--- config.mk ---
export PLATFORM = sky130hd
export DESIGN_NAME = ttc_top
export DESIGN_NICKNAME = d
export VERILOG_FILES = /design/src/ttc_pkg.sv /design/src/ttc_tick_if.sv /design/src/ttc_top.sv /design/src/ttc_tick_gen.sv /design/src/ttc_counters.sv
export SDC_FILE = /design/constraint.sdc
export NUM_CORES = 1
export LEC_CHECK = 0
export BUFFER_PORTS_ARGS = -buffer_cell sky130_fd_sc_hd__buf_2
export CORE_ASPECT_RATIO = 1.5
export CORE_MARGIN = 3
export CORE_UTILIZATION = 30
export CTS_BUF_LIST = sky130_fd_sc_hd__clkbuf_8
export DETAILED_ROUTE_END_ITERATION = 12
export PLACE_DENSITY = 0.45
export SLEW_MARGIN = 40
export SYNTH_ARGS = -nofsm -noshare
export SYNTH_HDL_FRONTEND = slang
export SYNTH_SLANG_ARGS = --single-unit
--- constraint.sdc ---
create_clock -name mclk_in -period 5.5 [get_ports mclk_in]
set_clock_uncertainty 0.05 [all_clocks]
set_input_delay 0.275 -clock mclk_in [delete_from_list [all_inputs] [get_ports mclk_in]]
set_output_delay 0.275 -clock mclk_in [all_outputs]
set_load 0.02 [all_outputs]
--- src/ttc_pkg.sv ---
// Purpose: Shared constants for the triple timer control and status block
// Assumes: 8-bit processor bus with three register-select inputs
// Notes: Register selects are the byte address of the location
package ttc_pkg;
   localparam int NUM_TIMERS = 3;
   localparam int CNT_W = 16;
   localparam logic [2:0] ADDR_SHARED_CTRL = 3'h0;
   localparam logic [2:0] ADDR_CTRL2_STATUS = 3'h1;
   localparam logic [2:0] ADDR_T1 = 3'h2;
   localparam logic [2:0] ADDR_T1_LSB = 3'h3;
   localparam logic [2:0] ADDR_T2 = 3'h4;
   localparam logic [2:0] ADDR_T2_LSB = 3'h5;
   localparam logic [2:0] ADDR_T3 = 3'h6;
   localparam logic [2:0] ADDR_T3_LSB = 3'h7;
   localparam int BIT_LOW_SELECT = 0;
   localparam int BIT_CLOCK_SOURCE = 1;
   localparam int BIT_DUAL_BYTE = 2;
   localparam int BIT_MODE_A = 3;
   localparam int BIT_MODE_B = 4;
   localparam int BIT_MODE_C = 5;
   localparam int BIT_IRQ_MASK = 6;
   localparam int BIT_OUTPUT_EN = 7;
   localparam int BIT_COMPOSITE = 7;
   localparam logic [7:0] CTRL_RESET = 8'h00;
   localparam logic [7:0] CTRL1_RESET = 8'h01;
   localparam logic [15:0] LATCH_RESET = 16'hFFFF;
   localparam logic [2:0] PRESCALE_DIV = 3'h7;
   localparam int SYNC_STAGES = 2;
endpackage

--- src/ttc_tick_if.sv ---
// Purpose: Carries count ticks and gate levels between timer modules
// Assumes: One clock domain
// Notes: None
`timescale 1ns/100ps
`default_nettype none
interface ttc_tick_if;
   logic [2:0] tick;
   logic [2:0] gate_low;
   modport src (output tick, output gate_low);
   modport dst (input tick, input gate_low);
endinterface
`default_nettype wire

--- src/ttc_top.sv ---
// Purpose: Control, status and latch loading of a three-channel timer
// Assumes: Bus strobe enable_in is a one-cycle access pulse on mclk_in
// Notes: Counter reads return the high byte and stage the low byte
//
// How it works
// - Control bit 1 picks external or system clock
// - Sixteen-bit mode times out after N+1 ticks
// - Dual-byte mode times out after (L+1)(M+1)
// - Bit 6 masks timer flag from interrupt
// - Bit 7 gates waveform onto output pin
// - Internal reset bit holds all timers preset
// - Control2 bit 0 steers shared write address
// - Control3 bit 0 adds divide-by-eight prescaler
// - Status holds three flags plus composite bit
// - Composite is OR of masked flags
// - Any timer reset clears every flag
// - Counter read clears flag after status read
// - Latch write with bit 4 clear clears flag
// - Initialization copies latch into counter
// - One high-byte buffer at three addresses
// - Latch write loads low byte and buffer
// - External reset sets latches to maximum
// - Internal reset leaves latches unchanged
// - Internal reset presets, stops, lowers, clears
// - Control2 own address, 1 and 3 shared
// - Bits 3 and 5 zero select continuous mode
`timescale 1ns/100ps
`default_nettype none
module ttc_top (
   input wire logic mclk_in,
   input wire logic resetn_in,
   input wire logic enable_in,
   input wire logic rw_in,
   input wire logic [2:0] rs_in,
   input wire logic [7:0] data_in,
   output logic [7:0] data_out,
   input wire logic [2:0] external_clock_input_n_in,
   input wire logic [2:0] gate_n_in,
   output logic [2:0] timer_waveform_out,
   output logic irq_n_out
);
   import ttc_pkg::*;
   logic [7:0] ctrl_ff [3];
   logic [7:0] nxt_ctrl [3];
   logic [15:0] latch_ff [3];
   logic [15:0] nxt_latch [3];
   logic [7:0] msb_buf_ff, nxt_msb_buf, lsb_rd_ff, nxt_lsb_rd, rdata_ff, nxt_rdata;
   logic [2:0] flag_ff, nxt_flag, seen_ff, nxt_seen;
   logic [2:0] init, dual, cksrc, timeout, wave, mask;
   logic [47:0] latch_bus, count_bus;
   logic wr, rd, hold, composite;
   logic [1:0] tsel;
   ttc_tick_if tk ();

   function automatic logic [1:0] timer_of(input logic [2:0] a);
      return 2'(a[2:1] - 2'h1);
   endfunction
   ////////////////////////////////////////////////////////////////////
   assign hold = ctrl_ff[0][BIT_LOW_SELECT];
   assign wr = enable_in & ~rw_in;
   assign rd = enable_in & rw_in;
   assign tsel = timer_of(rs_in);
   always_comb begin
      for (int i = 0; i < NUM_TIMERS; i++) begin
         cksrc[i] = ctrl_ff[i][BIT_CLOCK_SOURCE];
         dual[i] = ctrl_ff[i][BIT_DUAL_BYTE];
         mask[i] = ctrl_ff[i][BIT_IRQ_MASK];
         latch_bus[i*16 +: 16] = latch_ff[i];
         timer_waveform_out[i] = wave[i] & ctrl_ff[i][BIT_OUTPUT_EN];
      end
   end
   assign composite = |(flag_ff & mask);
   assign irq_n_out = ~composite;
   ////////////////////////////////////////////////////////////////////
   ttc_tick_gen u_tick (
      .mclk_in(mclk_in),
      .resetn_in(resetn_in),
      .ext_clk_n_in(external_clock_input_n_in),
      .gate_n_in(gate_n_in),
      .clock_source_select_in(cksrc),
      .timer3_prescale_select_in(ctrl_ff[2][BIT_LOW_SELECT]),
      .hold_in(hold),
      .tk(tk.src)
   );
   ttc_counters u_cnt (
      .mclk_in(mclk_in),
      .resetn_in(resetn_in),
      .tk(tk.dst),
      .hold_in(hold),
      .init_in(init),
      .dual_in(dual),
      .latch_in(latch_bus),
      .count_out(count_bus),
      .timeout_out(timeout),
      .wave_out(wave)
   );
   ////////////////////////////////////////////////////////////////////
   // Register writes and latch loading
   always_comb begin
      for (int i = 0; i < NUM_TIMERS; i++) begin
         nxt_ctrl[i] = ctrl_ff[i];
         nxt_latch[i] = latch_ff[i];
      end
      nxt_msb_buf = msb_buf_ff;
      init = 3'h0;
      if (wr) begin
         unique case (rs_in)
            ADDR_SHARED_CTRL: begin
               if (ctrl_ff[1][BIT_LOW_SELECT]) begin
                  nxt_ctrl[0] = data_in;
               end else begin
                  nxt_ctrl[2] = data_in;
               end
            end
            ADDR_CTRL2_STATUS: nxt_ctrl[1] = data_in;
            ADDR_T1, ADDR_T2, ADDR_T3: nxt_msb_buf = data_in;
            ADDR_T1_LSB, ADDR_T2_LSB, ADDR_T3_LSB: begin
               nxt_latch[tsel] = {msb_buf_ff, data_in};
               // Any mode with mode bit b clear reloads on write
               if (!ctrl_ff[tsel][BIT_MODE_B]) begin
                  init[tsel] = 1'b1;
               end
            end
         endcase
      end
   end
   ////////////////////////////////////////////////////////////////////
   // Flags: a time-out in the clearing cycle wins over the clear
   always_comb begin
      nxt_flag = flag_ff;
      nxt_seen = seen_ff;
      nxt_rdata = rdata_ff;
      nxt_lsb_rd = lsb_rd_ff;
      if (rd) begin
         unique case (rs_in)
            ADDR_SHARED_CTRL: nxt_rdata = 8'h00;
            ADDR_CTRL2_STATUS: begin
               nxt_rdata = {composite, 4'h0, flag_ff};
               nxt_seen = seen_ff | flag_ff;
            end
            ADDR_T1, ADDR_T2, ADDR_T3: begin
               nxt_rdata = count_bus[tsel*16 + 8 +: 8];
               nxt_lsb_rd = count_bus[tsel*16 +: 8];
               if (seen_ff[tsel]) begin
                  nxt_flag[tsel] = 1'b0;
               end
            end
            ADDR_T1_LSB, ADDR_T2_LSB, ADDR_T3_LSB: nxt_rdata = lsb_rd_ff;
         endcase
      end
      nxt_flag = nxt_flag & ~init;
      nxt_flag = nxt_flag | timeout;
      if (hold) begin
         nxt_flag = 3'h0;
      end
      nxt_seen = nxt_seen & nxt_flag;
   end
   ////////////////////////////////////////////////////////////////////
   always_ff @(posedge mclk_in or negedge resetn_in) begin
      if (!resetn_in) begin
         ctrl_ff[0] <= CTRL1_RESET;
         ctrl_ff[1] <= CTRL_RESET;
         ctrl_ff[2] <= CTRL_RESET;
         for (int i = 0; i < NUM_TIMERS; i++) begin
            latch_ff[i] <= LATCH_RESET;
         end
         msb_buf_ff <= 8'h00;
         lsb_rd_ff <= 8'h00;
         rdata_ff <= 8'h00;
         flag_ff <= 3'h0;
         seen_ff <= 3'h0;
      end else begin
         for (int i = 0; i < NUM_TIMERS; i++) begin
            ctrl_ff[i] <= nxt_ctrl[i];
            latch_ff[i] <= nxt_latch[i];
         end
         msb_buf_ff <= nxt_msb_buf;
         lsb_rd_ff <= nxt_lsb_rd;
         rdata_ff <= nxt_rdata;
         flag_ff <= nxt_flag;
         seen_ff <= nxt_seen;
      end
   end
   assign data_out = rdata_ff;
endmodule
`default_nettype wire

--- src/ttc_tick_gen.sv ---
// Purpose: Synchronises external clocks and gates, makes count ticks
// Assumes: Pin inputs are asynchronous to mclk_in
// Notes: External clocks count on a recognised falling edge
`timescale 1ns/100ps
`default_nettype none
module ttc_tick_gen (
   input wire logic mclk_in,
   input wire logic resetn_in,
   input wire logic [2:0] ext_clk_n_in,
   input wire logic [2:0] gate_n_in,
   input wire logic [2:0] clock_source_select_in,
   input wire logic timer3_prescale_select_in,
   input wire logic hold_in,
   ttc_tick_if.src tk
);
   import ttc_pkg::*;
   logic [2:0] s1_ff, s2_ff, s3_ff, g1_ff, g2_ff;
   logic [2:0] nxt_s1, nxt_s2, nxt_s3, nxt_g1, nxt_g2;
   logic [2:0] pre_ff, nxt_pre;
   logic [2:0] raw;
   ////////////////////////////////////////////////////////////////////
   always_comb begin
      nxt_s1 = ext_clk_n_in;
      nxt_s2 = s1_ff;
      nxt_s3 = s2_ff;
      nxt_g1 = gate_n_in;
      nxt_g2 = g1_ff;
      for (int i = 0; i < NUM_TIMERS; i++) begin
         raw[i] = clock_source_select_in[i] ? 1'b1 : (s3_ff[i] & ~s2_ff[i]);
      end
      nxt_pre = pre_ff;
      // Prescaler sits between clock selection and counter 3
      if (hold_in) begin
         nxt_pre = 3'h0;
      end else if (raw[2]) begin
         nxt_pre = pre_ff + 3'h1;
      end
      tk.tick = raw;
      if (timer3_prescale_select_in) begin
         tk.tick[2] = raw[2] & (pre_ff == PRESCALE_DIV);
      end
      tk.gate_low = ~g2_ff;
   end
   always_ff @(posedge mclk_in or negedge resetn_in) begin
      if (!resetn_in) begin
         s1_ff <= 3'h7;
         s2_ff <= 3'h7;
         s3_ff <= 3'h7;
         g1_ff <= 3'h7;
         g2_ff <= 3'h7;
         pre_ff <= 3'h0;
      end else begin
         s1_ff <= nxt_s1;
         s2_ff <= nxt_s2;
         s3_ff <= nxt_s3;
         g1_ff <= nxt_g1;
         g2_ff <= nxt_g2;
         pre_ff <= nxt_pre;
      end
   end
endmodule
`default_nettype wire

--- src/ttc_counters.sv ---
// Purpose: Three 16-bit down counters with time-out and waveform
// Assumes: Ticks and gates arrive already synchronised
// Notes: Only continuous-mode waveforms are modelled
`timescale 1ns/100ps
`default_nettype none
module ttc_counters (
   input wire logic mclk_in,
   input wire logic resetn_in,
   ttc_tick_if.dst tk,
   input wire logic hold_in,
   input wire logic [2:0] init_in,
   input wire logic [2:0] dual_in,
   input wire logic [47:0] latch_in,
   output logic [47:0] count_out,
   output logic [2:0] timeout_out,
   output logic [2:0] wave_out
);
   import ttc_pkg::*;
   logic [15:0] cnt_ff [3];
   logic [15:0] nxt_cnt [3];
   logic [2:0] wave_ff, nxt_wave, gprev_ff, nxt_gprev;
   logic [15:0] lat;
   ////////////////////////////////////////////////////////////////////
   always_comb begin
      nxt_wave = wave_ff;
      nxt_gprev = tk.gate_low;
      timeout_out = 3'h0;
      lat = 16'h0000;
      for (int i = 0; i < NUM_TIMERS; i++) begin
         lat = latch_in[i*16 +: 16];
         nxt_cnt[i] = cnt_ff[i];
         count_out[i*16 +: 16] = cnt_ff[i];
         if (hold_in) begin
            nxt_cnt[i] = lat;
            nxt_wave[i] = 1'b0;
         end else if (init_in[i] || (tk.gate_low[i] && !gprev_ff[i])) begin
            nxt_cnt[i] = lat;
            nxt_wave[i] = 1'b0;
         end else if (tk.tick[i] && tk.gate_low[i]) begin
            if (!dual_in[i]) begin
               if (cnt_ff[i] == 16'h0000) begin
                  nxt_cnt[i] = lat;
                  timeout_out[i] = 1'b1;
                  nxt_wave[i] = ~wave_ff[i];
               end else begin
                  nxt_cnt[i] = cnt_ff[i] - 16'h0001;
               end
            end else if (cnt_ff[i] == 16'h0000) begin
               nxt_cnt[i] = lat;
               timeout_out[i] = 1'b1;
               nxt_wave[i] = (lat[7:0] == 8'h00) ? ~wave_ff[i] : 1'b0;
            end else if (cnt_ff[i][7:0] == 8'h00) begin
               nxt_cnt[i] = {cnt_ff[i][15:8] - 8'h01, lat[7:0]};
               if (cnt_ff[i][15:8] == 8'h01 && lat[7:0] != 8'h00) begin
                  nxt_wave[i] = 1'b1;
               end
            end else begin
               nxt_cnt[i] = {cnt_ff[i][15:8], cnt_ff[i][7:0] - 8'h01};
            end
         end
      end
   end
   always_ff @(posedge mclk_in or negedge resetn_in) begin
      if (!resetn_in) begin
         for (int i = 0; i < NUM_TIMERS; i++) begin
            cnt_ff[i] <= LATCH_RESET;
         end
         wave_ff <= 3'h0;
         gprev_ff <= 3'h0;
      end else begin
         for (int i = 0; i < NUM_TIMERS; i++) begin
            cnt_ff[i] <= nxt_cnt[i];
         end
         wave_ff <= nxt_wave;
         gprev_ff <= nxt_gprev;
      end
   end
   assign wave_out = wave_ff;
endmodule
`default_nettype wire

==> flow_summary.ini <==
[worst_setup_path]
startpoint_type = input pin
path_class = input pin to flop
r2r-end = u_cnt.count_out[26]
crit_path_max_fanout = 20
end_kind = flop
r2r_slack_ns = 2.55
cp.required_ns = 5.88
crit_arrival_ns = 3.56
reg2regPathDepth = 8
r2r_start = u_cnt.count_out[24]

[sta]
tns_ns = 0
setup_ws_ns = 2.320
tightestPinTransition_ns = 0.7954
holdWs_ns = 0.05554
finalCritPeriodShare = 0.5781
relSlewSlack = 0.4687
setup_viol_count_final = 0
clock.fmax_mhz = 314.5
drv_slew = 0
min_period_ns = 3.180
hold_violations = 0
rsz0062_at_grt = false

[floorplan]
rows = 77
initial_core_util = 0.3058
die_y_um = 219
die_x_um = 148
core-area_mm2 = 0.02967
dieArea_mm2 = 0.03241
io_pins = 33

[drt]
drtIter0Drc = 420
vias_per_cell = 5.338
drc = 0
routedWlPerCell_um = 21.51
ant_nets = 0
vias = 7132
wl_um = 28740
drt_first_pass_iters = 5

[grt]
grtUsageMet2 = 0.3412
grt.busiest_layer = met2
grt_first_pass_wirelength_um = 44260
grt_max_degree = 77
antenna_found_initial = 0
grt-ovfl-total = 0
met3_usage = 0.02252
use_met1 = 0.1969
grt_pass1_vias = 7212
grtUsageTotal = 0.1805

[final_layout]
drive_gt1_frac = 0.3050
fin_area_mm2 = 0.01013
fill_cells = 3077
final_cells = 1336
syn2layout_area_growth_pct = 11.64
nets = 969
final_util = 0.3414
diodes = 0

[synthesis]
syn-num-nets = 941
synth_area_per_cell_um2 = 10.08
netlist_instances = 900
yosysSeqAreaShare = 0.4788
synthTopCellsByArea = dfstp_2 (32%), dfrtp_1 (15%), mux2_2 (8.9%)
synth_area_mm2 = 0.009074
synth_area_leader_cell = dfstp_2
synthDistinctLibCells = 82
yosys_register_bits = 168
synth_top_area_share = 0.3243
synth_edf_count = 0
yosysWarnings = 0
async_flop_share = 1.000
synthTopCellsByCount = dfstp_2 (112), nor2_1 (78), a21oi_1 (75), mux2_2 (72), nand2_1 (67)
synth.most_common_cell = dfstp_2
yosys_most_used_dff = dfstp_2

[pwr]
power.density_mw_per_mm2 = 489.0
finalPower_mw = 4.953
vdd_drop_max_uv = 136.7
p_leak_nw = 4.074

[placed_design]
dp_cells = 1297
detailed_place.area_mm2 = 0.009649
gpl.final_weighted_congestion = 0.9214
hpwl_um = 21490
place_ws_ns = 1.879
io_buffer_count = 32

[cts]
h-tree-depth = 4
ctsRootBufferMaster = clkbuf_8
post_cts_buffers = 0
clock_path_buffers = 2
clkTransAtPathRegs_ns = 0.10
cts_tree = yes
insertion_delay_ns = 0.50
cts_buffers = 17
cts.sinks = 168

[job]
drv_cap = 0

[min_path]
hold_end = msb_buf_ff[5]
hold_start = data_in[5]
holdPathStages = 2
min_path_type = input pin to flop

[run_status]
status = finished clean
==> area by class of cell <==
class / instances / area, µm² / share of cell area
Tap cell: 395 / 494.2 / 0.04879
Sequential cell: 168 / 4344 / 0.4289
Multi-Input combinational cell: 657 / 4449 / 0.4392
Timing Repair Buffer: 47 / 296.5 / 0.02927
Clock inverter: 13 / 145.1 / 0.01433
Clock buffer: 19 / 261.5 / 0.02582
Inverter: 37 / 138.9 / 0.01371
==> worst max path at each step <==
| stage | end | startpoint | slack, ns |
|---|---|---|---|
| floorplan | u_cnt.count_out[2] | rs_in[1] | 2.51 |
| global placement | u_cnt.count_out[0] | rs_in[1] | 1.95 |
| detailed placement | u_cnt.count_out[0] | rs_in[1] | 1.88 |
| CTS | u_cnt.count_out[0] | rs_in[1] | 2.43 |
| global route | seen_ff[1] | rs_in[1] | 2.12 |
| finish | u_cnt.count_out[5] | rs_in[1] | 2.32 |
==> routing by layer <==
metal	share of wire	vias up	wire, µm
met4	0.041	0	1165
met1	0.39	3620	11220
met5	0	-	0
met2	0.55	117	15850
li1	-	3347	-
met3	0.018	48	503
==> cell usage in the layout, fill, tap and decap left out, types with 21 or more instances in the layout <==
cell type    n
mux2i_1     41
buf_2       31
dfrtp_1     56
nor3_1      30
dfstp_2    112
nand2_1     67
inv_1       36
mux2_2      72
nor2_1      77
nor4_1      21
o21ai_0     32
a21oi_1     75
==> cells by family (layout without fill, tap and decap cells) <==
logic type               Yosys count  after routing  share of synthesized area
multiplexers                     114            114                     0.1358
flip-flops                       168            168                     0.4788
AO/OA/AOI/OAI                    217            217                     0.1509
XOR/XNOR                           3              3                   0.002896
AND/OR/NAND/NOR                  303            303                     0.1707
adder cells (fa/ha/maj)           20             20                    0.02758
buffers and inverters             75            116                    0.03337
==> state kept, by name, summed over array words and instances (netlist names), 8 cells and up <==
signal and flops:
latch_bus 48, u_cnt.count_out 48, ctrl_ff 15, data_out 8, lsb_rd_ff 8, msb_buf_ff 8
==> what timing repair did <==
| item | 4_1_cts | 5_1_grt |
|---|---|---|
| resized for setup | 0 | 0 |
| endpoints found under the hold margin | 47 | 0 |
| hold buffers | 7 | 0 |
==> power breakdown <==
group          internal [mW]  total [mW]  switching (mW)
registers               1.80        2.31           0.512
logic                  0.721        1.71           0.985
clock network          0.431       0.939           0.508
==> worst max-delay path, cell delays in order <==
cell      delay (ns)
buf_2           0.24
clkinv_1        0.46
ha_1            0.51
nor4bb_1        0.27
o21bai_1        0.27
o22ai_1         0.15
buf_4           0.22
a211oi_2        0.34
buf_4           0.26
mux2_1          0.33
o22a_1          0.19
Note: power is estimated with default switching activity, not from simulation.
